--- src/ifs_pkg.sv ---
package ifs_pkg;

  // ****************************************
  // register map
  // ****************************************
  localparam int          IFS_AW          = 4;
  localparam logic [3:0]  ADDR_PENDING_0  = 4'h0;
  localparam logic [3:0]  ADDR_PENDING_1  = 4'h1;
  localparam logic [3:0]  ADDR_PENDING_2  = 4'h2;
  localparam logic [3:0]  ADDR_PENDING_3  = 4'h3;
  localparam logic [3:0]  ADDR_PENDING_4  = 4'h4;
  localparam logic [3:0]  ADDR_ENABLE_0   = 4'h5;
  localparam logic [3:0]  ADDR_ENABLE_1   = 4'h6;
  localparam logic [3:0]  ADDR_ENABLE_2   = 4'h7;
  localparam logic [3:0]  ADDR_ENABLE_3   = 4'h8;
  localparam logic [3:0]  ADDR_ENABLE_4   = 4'h9;
  localparam logic [3:0]  ADDR_POLARITY   = 4'hA;

  // ****************************************
  // implemented bit masks
  // ****************************************
  localparam logic [15:0] MASK_PENDING_0  = 16'h0007;
  localparam logic [15:0] MASK_PENDING_1  = 16'hFFDF;
  localparam logic [15:0] MASK_PENDING_2  = 16'h601F;
  localparam logic [15:0] MASK_PENDING_3  = 16'hE600;
  localparam logic [15:0] MASK_PENDING_4  = 16'hCE7E;
  localparam logic [15:0] MASK_CAN_2      = 16'h000C;
  localparam logic [15:0] MASK_CAN_4      = 16'h0040;
  localparam logic [15:0] MASK_AUDIO_4    = 16'hC000;
  localparam logic [15:0] MASK_POLARITY   = 16'h0007;

  // ****************************************
  // field positions
  // ****************************************
  localparam int          BIT_EXT0        = 0;
  localparam int          BIT_EXT1        = 4;
  localparam int          BIT_EXT2        = 13;

  // ****************************************
  // reset values
  // ****************************************
  localparam logic [15:0] RST_PENDING     = 16'h0000;
  localparam logic [15:0] RST_ENABLE      = 16'h0000;
  localparam logic [15:0] RST_POLARITY    = 16'h0000;

endpackage : ifs_pkg

--- src/ifs_flags.sv ---
// How it works
// a flag reads 1 after its source has requested an interrupt and 0 otherwise.
// every implemented flag is software read/write and clears to 0 at reset.
// unimplemented flag positions read 0 and ignore writes.
// pending_0 holds compare 1 at bit 2, capture 1 at bit 1, external 0 at bit 0.
// pending_1 bits 15..8 hold uart2 tx/rx, ext 2, timer 5/4, compare 4/3, dma 2.
// pending_1 bits 7,6,4..0 hold capture 8/7, ext 1, pin change, comparator, i2c; bit 5 unused.
// pending_2 holds dma 4, parallel port, dma 3, can event/rx, spi2 event/error.
// pending_3 holds pwm1 fault, rtc, dma 5, quad decoder 1, pwm1 event.
// pending_4 bits 15,14,11,10,9 hold audio left/right, quad 2, pwm2 fault/event.
// pending_4 bits 6..1 hold can tx, dma 7/6, checksum, uart2/uart1 error.
// without the can controller its three flags stay 0.
// without the audio dac its two flags stay 0.
// a flag reaches the cpu only while its enable bit is 1; enable never alters the flag.
// external pins set their flag on a falling edge if polarity is 1, rising edge if 0.
// a hardware set wins over a software clear in the same cycle.
//
// The implementer's own choices: the placing of the registers and strobed register access.
module ifs_flags
  import ifs_pkg::*;
#(
  parameter bit HAS_CAN   = 1'b1,
  parameter bit HAS_AUDIO = 1'b1
) (
  input  wire logic              mclk,         // system clock
  input  wire logic              reset,        // synchronous, active high
  input  wire logic [IFS_AW-1:0] addr,         // register index
  input  wire logic [15:0]       wdata,        // write data
  input  wire logic              wr,           // write strobe
  input  wire logic              rd,           // read strobe
  output logic      [15:0]       rdata,        // read data, cycle after rd
  input  wire logic [15:0]       src_req_0,    // source pulses, pending_0 layout
  input  wire logic [15:0]       src_req_1,    // source pulses, pending_1 layout
  input  wire logic [15:0]       src_req_2,    // source pulses, pending_2 layout
  input  wire logic [15:0]       src_req_3,    // source pulses, pending_3 layout
  input  wire logic [15:0]       src_req_4,    // source pulses, pending_4 layout
  input  wire logic [2:0]        ext_pin,      // external interrupt pins, async
  output logic      [15:0]       cpu_req_0,    // flag and enable, register 0
  output logic      [15:0]       cpu_req_1,    // flag and enable, register 1
  output logic      [15:0]       cpu_req_2,    // flag and enable, register 2
  output logic      [15:0]       cpu_req_3,    // flag and enable, register 3
  output logic      [15:0]       cpu_req_4     // flag and enable, register 4
);

  // ****************************************
  // implemented masks per variant
  // ****************************************
  localparam logic [15:0] IMPL_2 = HAS_CAN ? MASK_PENDING_2 : (MASK_PENDING_2 & ~MASK_CAN_2);
  localparam logic [15:0] IMPL_4 = MASK_PENDING_4
                                   & ~(HAS_CAN   ? 16'h0000 : MASK_CAN_4)
                                   & ~(HAS_AUDIO ? 16'h0000 : MASK_AUDIO_4);

  logic [15:0] impl [5];
  assign impl[0] = MASK_PENDING_0;
  assign impl[1] = MASK_PENDING_1;
  assign impl[2] = IMPL_2;
  assign impl[3] = MASK_PENDING_3;
  assign impl[4] = IMPL_4;

  // next flag value: write first, then hardware sets on top
  function automatic logic [15:0] flag_next(input logic [15:0] cur, input logic [15:0] set,
                                            input logic we, input logic [15:0] wd,
                                            input logic [15:0] msk);
    logic [15:0] base;
    base = we ? wd : cur;
    return (base | set) & msk;
  endfunction

  // ****************************************
  // external pin synchroniser and edges
  // ****************************************
  logic [2:0]  pin_meta_reg;
  logic [2:0]  pin_sync_reg;
  logic [2:0]  pin_last_reg;
  logic [2:0]  ext_edge;
  logic [15:0] polarity_reg;

  always_ff @(posedge mclk) begin
    if (reset) begin
      pin_meta_reg <= 3'h0;
      pin_sync_reg <= 3'h0;
      pin_last_reg <= 3'h0;
    end else begin
      pin_meta_reg <= ext_pin;
      pin_sync_reg <= pin_meta_reg;
      pin_last_reg <= pin_sync_reg;
    end
  end

  always_comb begin
    for (int i = 0; i < 3; i++) begin
      ext_edge[i] = polarity_reg[i] ? (pin_last_reg[i] & ~pin_sync_reg[i])
                                    : (~pin_last_reg[i] & pin_sync_reg[i]);
    end
  end

  // ****************************************
  // hardware set vectors
  // ****************************************
  logic [15:0] hw_set [5];
  always_comb begin
    hw_set[0] = src_req_0;
    hw_set[1] = src_req_1;
    hw_set[2] = src_req_2;
    hw_set[3] = src_req_3;
    hw_set[4] = src_req_4;
    hw_set[0][BIT_EXT0] = ext_edge[0];
    hw_set[1][BIT_EXT1] = ext_edge[1];
    hw_set[1][BIT_EXT2] = ext_edge[2];
  end

  // ****************************************
  // flag and enable registers
  // ****************************************
  logic [15:0] pending_reg [5];
  logic [15:0] enable_reg  [5];

  always_ff @(posedge mclk) begin
    for (int r = 0; r < 5; r++) begin
      if (reset) begin
        pending_reg[r] <= RST_PENDING;
      end else begin
        pending_reg[r] <= flag_next(pending_reg[r], hw_set[r],
                                    wr && (addr == ADDR_PENDING_0 + IFS_AW'(r)),
                                    wdata, impl[r]);
      end
    end
  end

  always_ff @(posedge mclk) begin
    for (int r = 0; r < 5; r++) begin
      if (reset) begin
        enable_reg[r] <= RST_ENABLE;
      end else if (wr && (addr == ADDR_ENABLE_0 + IFS_AW'(r))) begin
        enable_reg[r] <= wdata & impl[r];
      end
    end
  end

  always_ff @(posedge mclk) begin
    if (reset) begin
      polarity_reg <= RST_POLARITY;
    end else if (wr && (addr == ADDR_POLARITY)) begin
      polarity_reg <= wdata & MASK_POLARITY;
    end
  end

  // ****************************************
  // requests to the cpu
  // ****************************************
  always_ff @(posedge mclk) begin
    if (reset) begin
      cpu_req_0 <= 16'h0000;
      cpu_req_1 <= 16'h0000;
      cpu_req_2 <= 16'h0000;
      cpu_req_3 <= 16'h0000;
      cpu_req_4 <= 16'h0000;
    end else begin
      cpu_req_0 <= pending_reg[0] & enable_reg[0];
      cpu_req_1 <= pending_reg[1] & enable_reg[1];
      cpu_req_2 <= pending_reg[2] & enable_reg[2];
      cpu_req_3 <= pending_reg[3] & enable_reg[3];
      cpu_req_4 <= pending_reg[4] & enable_reg[4];
    end
  end

  // ****************************************
  // read port
  // ****************************************
  logic [15:0] rdata_next;
  always_comb begin
    rdata_next = 16'h0000;
    if (rd) begin
      if (addr <= ADDR_PENDING_4) begin
        rdata_next = pending_reg[addr[2:0]];
      end else if (addr <= ADDR_ENABLE_4) begin
        rdata_next = enable_reg[3'(addr - ADDR_ENABLE_0)];
      end else if (addr == ADDR_POLARITY) begin
        rdata_next = polarity_reg;
      end
    end
  end

  always_ff @(posedge mclk) begin
    if (reset) begin
      rdata <= 16'h0000;
    end else begin
      rdata <= rdata_next;
    end
  end
endmodule // ifs_flags

--- config.mk ---
export PLATFORM = sky130hd
export DESIGN_NAME = ifs_flags
export DESIGN_NICKNAME = d
export VERILOG_FILES = /design/src/ifs_pkg.sv /design/src/ifs_flags.sv
export SDC_FILE = /design/constraint.sdc
export NUM_CORES = 1
export LEC_CHECK = 0
export BUFFER_PORTS_ARGS = -buffer_cell sky130_fd_sc_hd__buf_4
export CORE_AREA = 2 2 117 119
export CTS_BUF_LIST = sky130_fd_sc_hd__clkbuf_8 sky130_fd_sc_hd__clkbuf_16
export DETAILED_ROUTE_END_ITERATION = 10
export DIE_AREA = 0 0 119 121
export PLACE_DENSITY = 0.78
export SYNTH_ARGS = -nofsm -noshare
export SYNTH_HDL_FRONTEND = slang
export SYNTH_SLANG_ARGS = --single-unit
--- constraint.sdc ---
create_clock -name mclk -period 3.2 [get_ports mclk]
set_input_delay 0.32 -clock mclk [delete_from_list [all_inputs] [get_ports mclk]]
set_output_delay 0.32 -clock mclk [all_outputs]
set_load 0.005 [all_outputs]
# Word level (Yosys, flattened, before mapping)
# Memories as Yosys holds them, arrays and structs flattened.
# Cells that the tools add are included.
totals:
  reg_bits: 108
  latch_bits: 0
  mem_bits_rw: 160
  romBits: 0
  output_inout_bits: 96
  mem_count: 2
classes:
  n_addsub: 1
  multipliers: 0
  div_mod_pow: 0
  n_lt_le_gt_ge: 2
  n_eq_ne: 10
  n_shift: 0
  mux: 39
  n_bitwise: 33
  reduce_logical: 13
memory_table:
  columns: ["memory", "words", "word_bits", "read_ports", "rd_clocked_by_memory_dff", "wr", "line", "text"]
  rows:
  - ["enable_reg", 5, 16, 6, 0, 5, "ifs_flags.sv:116", "logic [15:0] enable_reg [5];"]
  - ["pending_reg", 5, 16, 6, 0, 5, "ifs_flags.sv:115", "logic [15:0] pending_reg [5];"]
ops:
  columns: ["cell", "n"]
  rows:
  - ["16-bit two-way mux", 15]
  - ["16-bit AND", 5]
  - ["16-bit OR", 3]
  - ["1-bit two-way mux", 21]
  - ["4-bit by 3-bit == test with 1-bit output (second input constant)", 4]
  - ["15-bit two-way mux", 1]
  - ["15-bit OR", 1]
  - ["4-bit == test (second input constant)", 3]
  - ["1-bit logical AND", 11]
  - ["1-bit OR", 10]
  - ["4-bit by 2-bit == test with 1-bit output (second input constant)", 2]
  - ["1-bit NOT", 7]
  - ["1-bit AND", 6]
  - ["3-bit two-way mux", 2]
  - ["4-bit by 1-bit == test with 1-bit output (second input constant)", 1]
  - ["4-bit by 3-bit less-or-equal comparator with 1-bit output (second input constant)", 1]
  - ["4-bit less-or-equal comparator (second input constant)", 1]
  - ["4-bit zero test", 1]
  - ["3-bit OR", 1]
  - ["3-bit subtractor (second input constant)", 1]
  - ["2-bit OR reduction", 1]

# Depth between registers and ports, before layout
# Gate-level depths: netlist of run 1.
depth:
  ltp_word: 6
  mapped_depth: 9

# Worst setup path before layout of run 1
# No wires, ideal clock.
synth_path:
  path_kind: "input to register"
  start: "input port addr[0]"
  end: "memory enable_reg[1][0] (enable)"
  setup_ns: 0.390
  t_arrival_ns: 1.720
  required_ns: 2.810
  setup_slack_ns: 1.090
  cell_stages: 5
  path_buffers: 1
  path_cell_list: "buf_2 > inv_1 > ha_1 > nand2_1 > o21bai_1"
synth_rtl:
  columns: ["element", "line", "text"]
  rows:
  - ["from (decl)", "ifs_flags.sv:27", "input wire logic [IFS_AW-1:0] addr,"]
  - ["to (decl)", "ifs_flags.sv:116", null]

# Worst setup path after layout of run 1
layout_path:
  start: "input port addr[0]"
  end: "register rdata[1]"
layout_between:
  elab_chain_len: 4
layout_rtl:
  columns: ["element", "line", "text"]
  rows:
  - ["3-bit subtractor or 4-bit == test (tied branches)", "ifs_flags.sv:177, ifs_flags.sv:178", null]
  - ["memory 5 x 16 bit or 3-bit two-way mux (tied branches)", null, null]
  - ["16-bit two-way mux", "ifs_flags.sv:176", "end else if (addr <= ADDR_ENABLE_4) begin"]
  - ["16-bit two-way mux *", "ifs_flags.sv:174", "if (addr <= ADDR_PENDING_4) begin"]
  - ["to (signal assigned)", "ifs_flags.sv:188", "rdata <= rdata_next;"]
  - ["to (decl)", "ifs_flags.sv:31", "output logic [15:0] rdata,"]
# Mark *: on every way between the ends. The rest lies on a longest branch, timed or not.
# A chain may end at the register's enable or synchronous reset.

==> flow_summary.ini, run 1 <==
[clock_tree]
path_clk_slew_ns = 0.06
htreeDepth = 4
cts_root_buffer = clkbuf_16
clk-insertion-delay-late_ns = 0.42
cts_setup_buffers = 0
cts_buffer_depth = 2
ctsResizeCount = 0
cts_tree = built
postCtsHoldBufs = 0
cts_buffers = 17
cts.sinks = 151

[critical_path]
critPathCapture = rdata[1]
slowest_stage = ha_1
critical_path.max_fanout = 15
r2r-start = enable_reg[0][1]
cp_top_family = compound AO/OA/AOI/OAI gates
r2r_slack_ns = 1.62
cp-startpoint = addr[0]
cp_num_cells = 7
critPathBufInv = 2
worstSetupStartpointType = primary input
critPathMaxStageDelay_ns = 0.54
reg2reg_to = rdata[1]
reg2reg_depth = 4
required_ns = 3.50
crit_chain = buf_4 -> inv_1 -> ha_1 -> nor2b_1 -> a221oi_1 -> nor3b_1 -> o41a_1
arrival_ns = 2.39
critPathCaptureType = flop
critical_path_class = in -> reg

[sta]
final-setup-viol-count = 0
finalMaxSlewViolations = 0
finalClockSkew_ns = 0.00533
fmax_mhz = 479
relSlewSlack_pct = 43.4
tns_ns = 0
worstMarginPinSlew_ns = 0.849
period_share_pct = 65.2
hold_viol = 0
layout_setup_ws_ns = 1.11
rsz0062_at_grt = no
period_needed_ns = 2.09

[layout]
final_common_cell = buf_4
multi_input_area_mm2 = 0.00257
n_antenna_cell = 0
fillerInstances = 1105
regArea_mm2 = 0.00343
stdcell_area_mm2 = 0.00796
area_growth_pct = 23.0
nets = 925
drive_gt1_share_pct = 21.7
final_cell_mix = 135 x buf_4, 128 x nand2_1, 110 x dfxtp_1

[placed_design]
io_buffers = 121
postPlaceCellArea_mm2 = 0.00739
dp_hpwl_um = 11700
routabilityCongestion = 0.883
pre_cts_ws_ns = 0.700

[global_route]
grt_first_pass_wirelength_um = 26100
antenna_found_initial = 0
grt_max_degree = 70
grt_pass1_vias = 4971
track_usage_pct = 23.6
grt.overflow.total = 0

[power]
p_int_uw = 3350
power.switching_uw = 1080
combPwrFrac_pct = 9.6
swShare_pct = 24.3
cellLeakagePower_uw = 0.00349
vdd_ir_drop_max_mv = 0.418
seqPwrFrac_pct = 48.0
p_clk_share_pct = 42.4
p_per_area_mw_per_mm2 = 556

[detailed_routing]
num_vias = 5244
viasPerCell = 5.23
routedWlPerCell_um = 16.6
firstDrtPassIters = 7
drt_iter0_markers = 588
antenna_left = 0
wl_um = 16700
drc = 0

[floorplan]
ios = 203
dieWidth_um = 119
chipHeight_um = 121
die-area_mm2 = 0.0144
rows = 42
initial_core_util_pct = 49.4
core_mm2 = 0.0131

[logic_synthesis]
synth-edff-count = 41
yosysUniqueCellTypes = 44
yosysTopAreaCell = dfxtp_1
ys_seq_area_share_pct = 53.1
synth_cells = 693
syn_area_mm2 = 0.00647
ys_seq_elements = 151
yosysWarningCount = 0
synthTopCellsByArea = dfxtp_1 34%, edfxtp_1 19%, nand2_1 7.4%, buf_4 4.9%, and2_1 4.6%
syn_area_per_cell_um2 = 9.34
yosys.area.top_type_share_pct = 34.0
async_reset_ff_share_pct = 0
synthFlopType = dfxtp_1

[run_status]
outcome = finished, final reports clean

[min_path]
hp-class = in -> reg

[run]
drv_cap = 0
==> per-stage QoR <==
step	total power [uW]	utilization [%]	cells	hold WS (ns)
2_1_floorplan	2410	-	731	0.414
4_1_cts	4440	60.8	1002	0.109
5_1_grt	4580	60.8	1002	0.111
3_5_place_dp	2580	56.5	970	0.436
6_report	4430	60.8	1002	0.114
3_3_place_gp	2570	56.5	970	0.421
==> cells in the mapped netlist, drive strengths merged, types with 7 or more instances <==
cell type / instances
nand2: 128
dfxtp: 110
nor2: 57
buf: 54
and2: 48
a31oi: 43
inv: 42
edfxtp: 41
a21oi: 18
clkbuf: 18
nor2b: 16
mux2i: 14
nand3: 14
o21ai: 10
nor3: 9
mux2: 8
a32oi: 7
==> worst min-delay path by stage <==
stage / start / to / cells after the start
after CTS: ext_pin[2] / pin_meta_reg[2] / 2
after detailed placement: pin_meta_reg[1] / pin_sync_reg[1] / 1
after global routing: ext_pin[2] / pin_meta_reg[2] / 2
after global placement: pin_meta_reg[0] / pin_sync_reg[0] / 1
after floorplan: pin_meta_reg[0] / pin_sync_reg[0] / 1
final: ext_pin[2] / pin_meta_reg[2] / 2
==> area by class of cell <==
class,count,area share [%]
Clock inverter,12,0.944
Multi-Input combinational cell,466,32.3
Tap cell,176,2.77
Inverter,42,1.98
Timing Repair Buffer,135,12.7
Clock buffer,20,6.15
Sequential cell,151,43.2
==> cell families (layout without fill, tap and decap cells) <==
group | Yosys count | after routing | share of synthesized area (%)
flip-flops | 151 | 151 | 53.1
other | 1 | 39 | 0.0580
adder cells (fa/ha/maj) | 7 | 7 | 1.32
AND/OR/NAND/NOR | 291 | 291 | 21.0
XOR/XNOR | 2 | 2 | 0.271
buffers and inverters | 114 | 209 | 9.48
multiplexers | 22 | 22 | 3.56
AO/OA/AOI/OAI | 105 | 105 | 11.2
==> worst register-to-register path, delay by kind of cell (launching register included) <==
family / cells / cell delay (ns)
flip-flops: 1 / 0.40
AO/OA/AOI/OAI: 2 / 0.68
AND/OR/NAND/NOR: 1 / 0.09
multiplexers: 1 / 0.30
==> per-layer routing <==
| layer | track usage, % | share of wire (%) | vias up |
|---|---|---|---|
| met1 | 31.5 | 41 | 2396 |
| met3 | 5.50 | 11 | 33 |
| met4 | 8.18 | 2.2 | 0 |
| li1 | - | - | 2492 |
| met2 | 37.6 | 47 | 323 |
| met5 | 0 | 0 | - |
==> power by group through the flow <==
stage / registers [uW] / logic [uW] / clock network (uW)
global placement: 2160 / 413 / 0
global route: 2140 / 464 / 1980
detailed placement: 2160 / 419 / 0
CTS: 2120 / 422 / 1890
finish: 2120 / 426 / 1880
floorplan: 2150 / 266 / 0
No activity file was read; power rests on OpenSTA's default activity.
==> run 2, diff against run 1 <==
Settings changed: ABC_AREA set to 1, PLACE_DENSITY 0.78 to 0.77.
Clock period 3.2 ns to 2.2 ns, I/O delays scaled along.
==> flow_summary.ini, run 2 <==
[sta]
period_share_pct = 67.3
hold_viol = 0
worstMarginPinSlew_ns = 0.775
finalClockSkew_ns = 0.00488
tns_ns = 0
relSlewSlack_pct = 48.3
rsz0062_at_grt = no
finalMaxSlewViolations = 0
final-setup-viol-count = 0
period_needed_ns = 1.48
fmax_mhz = 675

[logic_synthesis]
yosysTopAreaCell = dfxtp_1
async_reset_ff_share_pct = 0
yosys.area.top_type_share_pct = 34.2
ys_seq_elements = 151
syn_area_mm2 = 0.00643
synth-xor-area-share_pct = 0
synthMuxAreaShare_pct = 0
synth-edff-count = 41
yosysUniqueCellTypes = 26
yosysWarningCount = 0
synthTopCellsByArea = dfxtp_1 34%, edfxtp_1 19%, nand2_1 11%, inv_1 6.4%, nor2_1 6.4%
synth_cells = 813
synthFlopType = dfxtp_1
synth-simple-area-share_pct = 22.7
synthAdderAreaFrac_pct = 0.972
synth_common_cells = 182 x nand2_1, 110 x dfxtp_1, 110 x inv_1, 110 x nor2_1, 57 x o21ai_0
synth_most_common_cell = nand2_1
synth_compound_area_share_pct = 9.47
syn_area_per_cell_um2 = 7.92
ys_seq_area_share_pct = 53.4
synth_top_family_by_area = simple AND/OR/NAND/NOR gates

[detailed_routing]
routedWlPerCell_um = 15.0
drt_iter0_markers = 670
drc = 0
wl_um = 17100
met3_wirelength_um = 1500
route.met2.wl_um = 8160
met1Wirelength_um = 6990
num_vias = 5644
top_layer_used = met4
antenna_left = 0
firstDrtPassIters = 6
viasPerCell = 4.95

[layout]
regArea_mm2 = 0.00343
final_cell_mix = 182 x nand2_1, 140 x buf_4, 112 x inv_1
multi_input_area_mm2 = 0.00228
final_common_cell = nand2_1
n_antenna_cell = 0
stdcell_area_mm2 = 0.00808
area_growth_pct = 25.6
fillerInstances = 1152
nets = 1064
drive_gt1_share_pct = 18.9
utilization_pct = 61.8

[clock_tree]
cts_setup_buffers = 0
cts_buffers = 17
cts_root_buffer = clkbuf_16
cts_tree = built
path_clk_slew_ns = 0.06
cts.sinks = 151
cts_buffer_depth = 2
htreeDepth = 4
clk-insertion-delay-late_ns = 0.43
postCtsHoldBufs = 8
ctsResizeCount = 0

[floorplan]
die-area_mm2 = 0.0144
initial_core_util_pct = 49.2
rows = 42
dieWidth_um = 119
core_mm2 = 0.0131
chipHeight_um = 121
ios = 203

[run]
drv_cap = 0

[global_route]
track_usage_pct = 24.3
grt_first_pass_wirelength_um = 26900
grt_pass1_vias = 5345
antenna_found_initial = 0
grt.overflow.total = 0
grt_max_degree = 74

[placed_design]
dp_hpwl_um = 12400
postPlaceCellArea_mm2 = 0.00741
io_buffers = 121
routabilityCongestion = 0.915

[critical_path]
worstSetupStartpointType = primary input
reg2reg_depth = 6
critPathCaptureType = flop
r2r_slack_ns = 1.08
required_ns = 2.54
critical_path.max_fanout = 16
critical_path_class = in -> reg
arrival_ns = 1.83

[run_status]
outcome = finished, final reports clean

[power]
p_per_area_mw_per_mm2 = 822
cellLeakagePower_uw = 0.00389
vdd_ir_drop_max_mv = 0.538

[min_path]
hp-class = in -> reg
worstHoldPathCells = 3
run 2: per-layer routing:
metal | vias up | global-route usage (%)
met3 | 36 | 5.26
met5 | - | 0
met4 | 0 | 11.5
li1 | 2757 | -
met2 | 289 | 39.6
met1 | 2562 | 30.9
run 2: path summary, 6_finish.rpt:
| check | from | to |
|---|---|---|
| min reg2reg | pin_meta_reg[0] | pin_sync_reg[0] |
| max | reset | rdata[1] |
| min | src_req_4[10] | pending_reg[4][10] |
| max reg2reg | enable_reg[0][1] | rdata[1] |
run 2: kinds of logic after synthesis:
kind of cell | after synthesis
DFF | 151
other | 1
AOI/OAI and AO/OA | 118
adders and majority gates | 5
and+or+nand+nor | 358
buffers and inverters | 180
run 2: final cells by class:
class	count	share of cell area, %
clock buffers	17	5.26
inverters	114	5.33
well taps	176	2.73
multi-input cells	520	28.2
clock inverters	15	2.03
flip-flops and latches	151	42.5
repair buffers	148	14.0
run 2: per-stage QoR:
step	worst slack [ns]	std cells	power, uW	hold WS [ns]
after floorplan	0.0431	851	3530	0.327
after global placement	0.415	1101	3780	0.393
after detailed placement	0.362	1101	3790	0.395
after CTS	0.782	1141	6660	0.00185
after global routing	0.622	1141	6900	0.0147
final	0.719	1141	6650	0.0113
run 2: critical path: stages:
cell	delay (ns)
buf_4	0.11
inv_1	0.44
nand2_1	0.61
inv_1	0.22
nand2_1	0.07
nor2_1	0.15
run 2: where the power goes:
group / leakage, uW / internal [uW] / total, uW / switching, uW
combinational: 0.00230 / 273 / 677 / 404
clock: 0.000295 / 1760 / 2890 / 1120
sequential: 0.00130 / 3000 / 3080 / 78.2
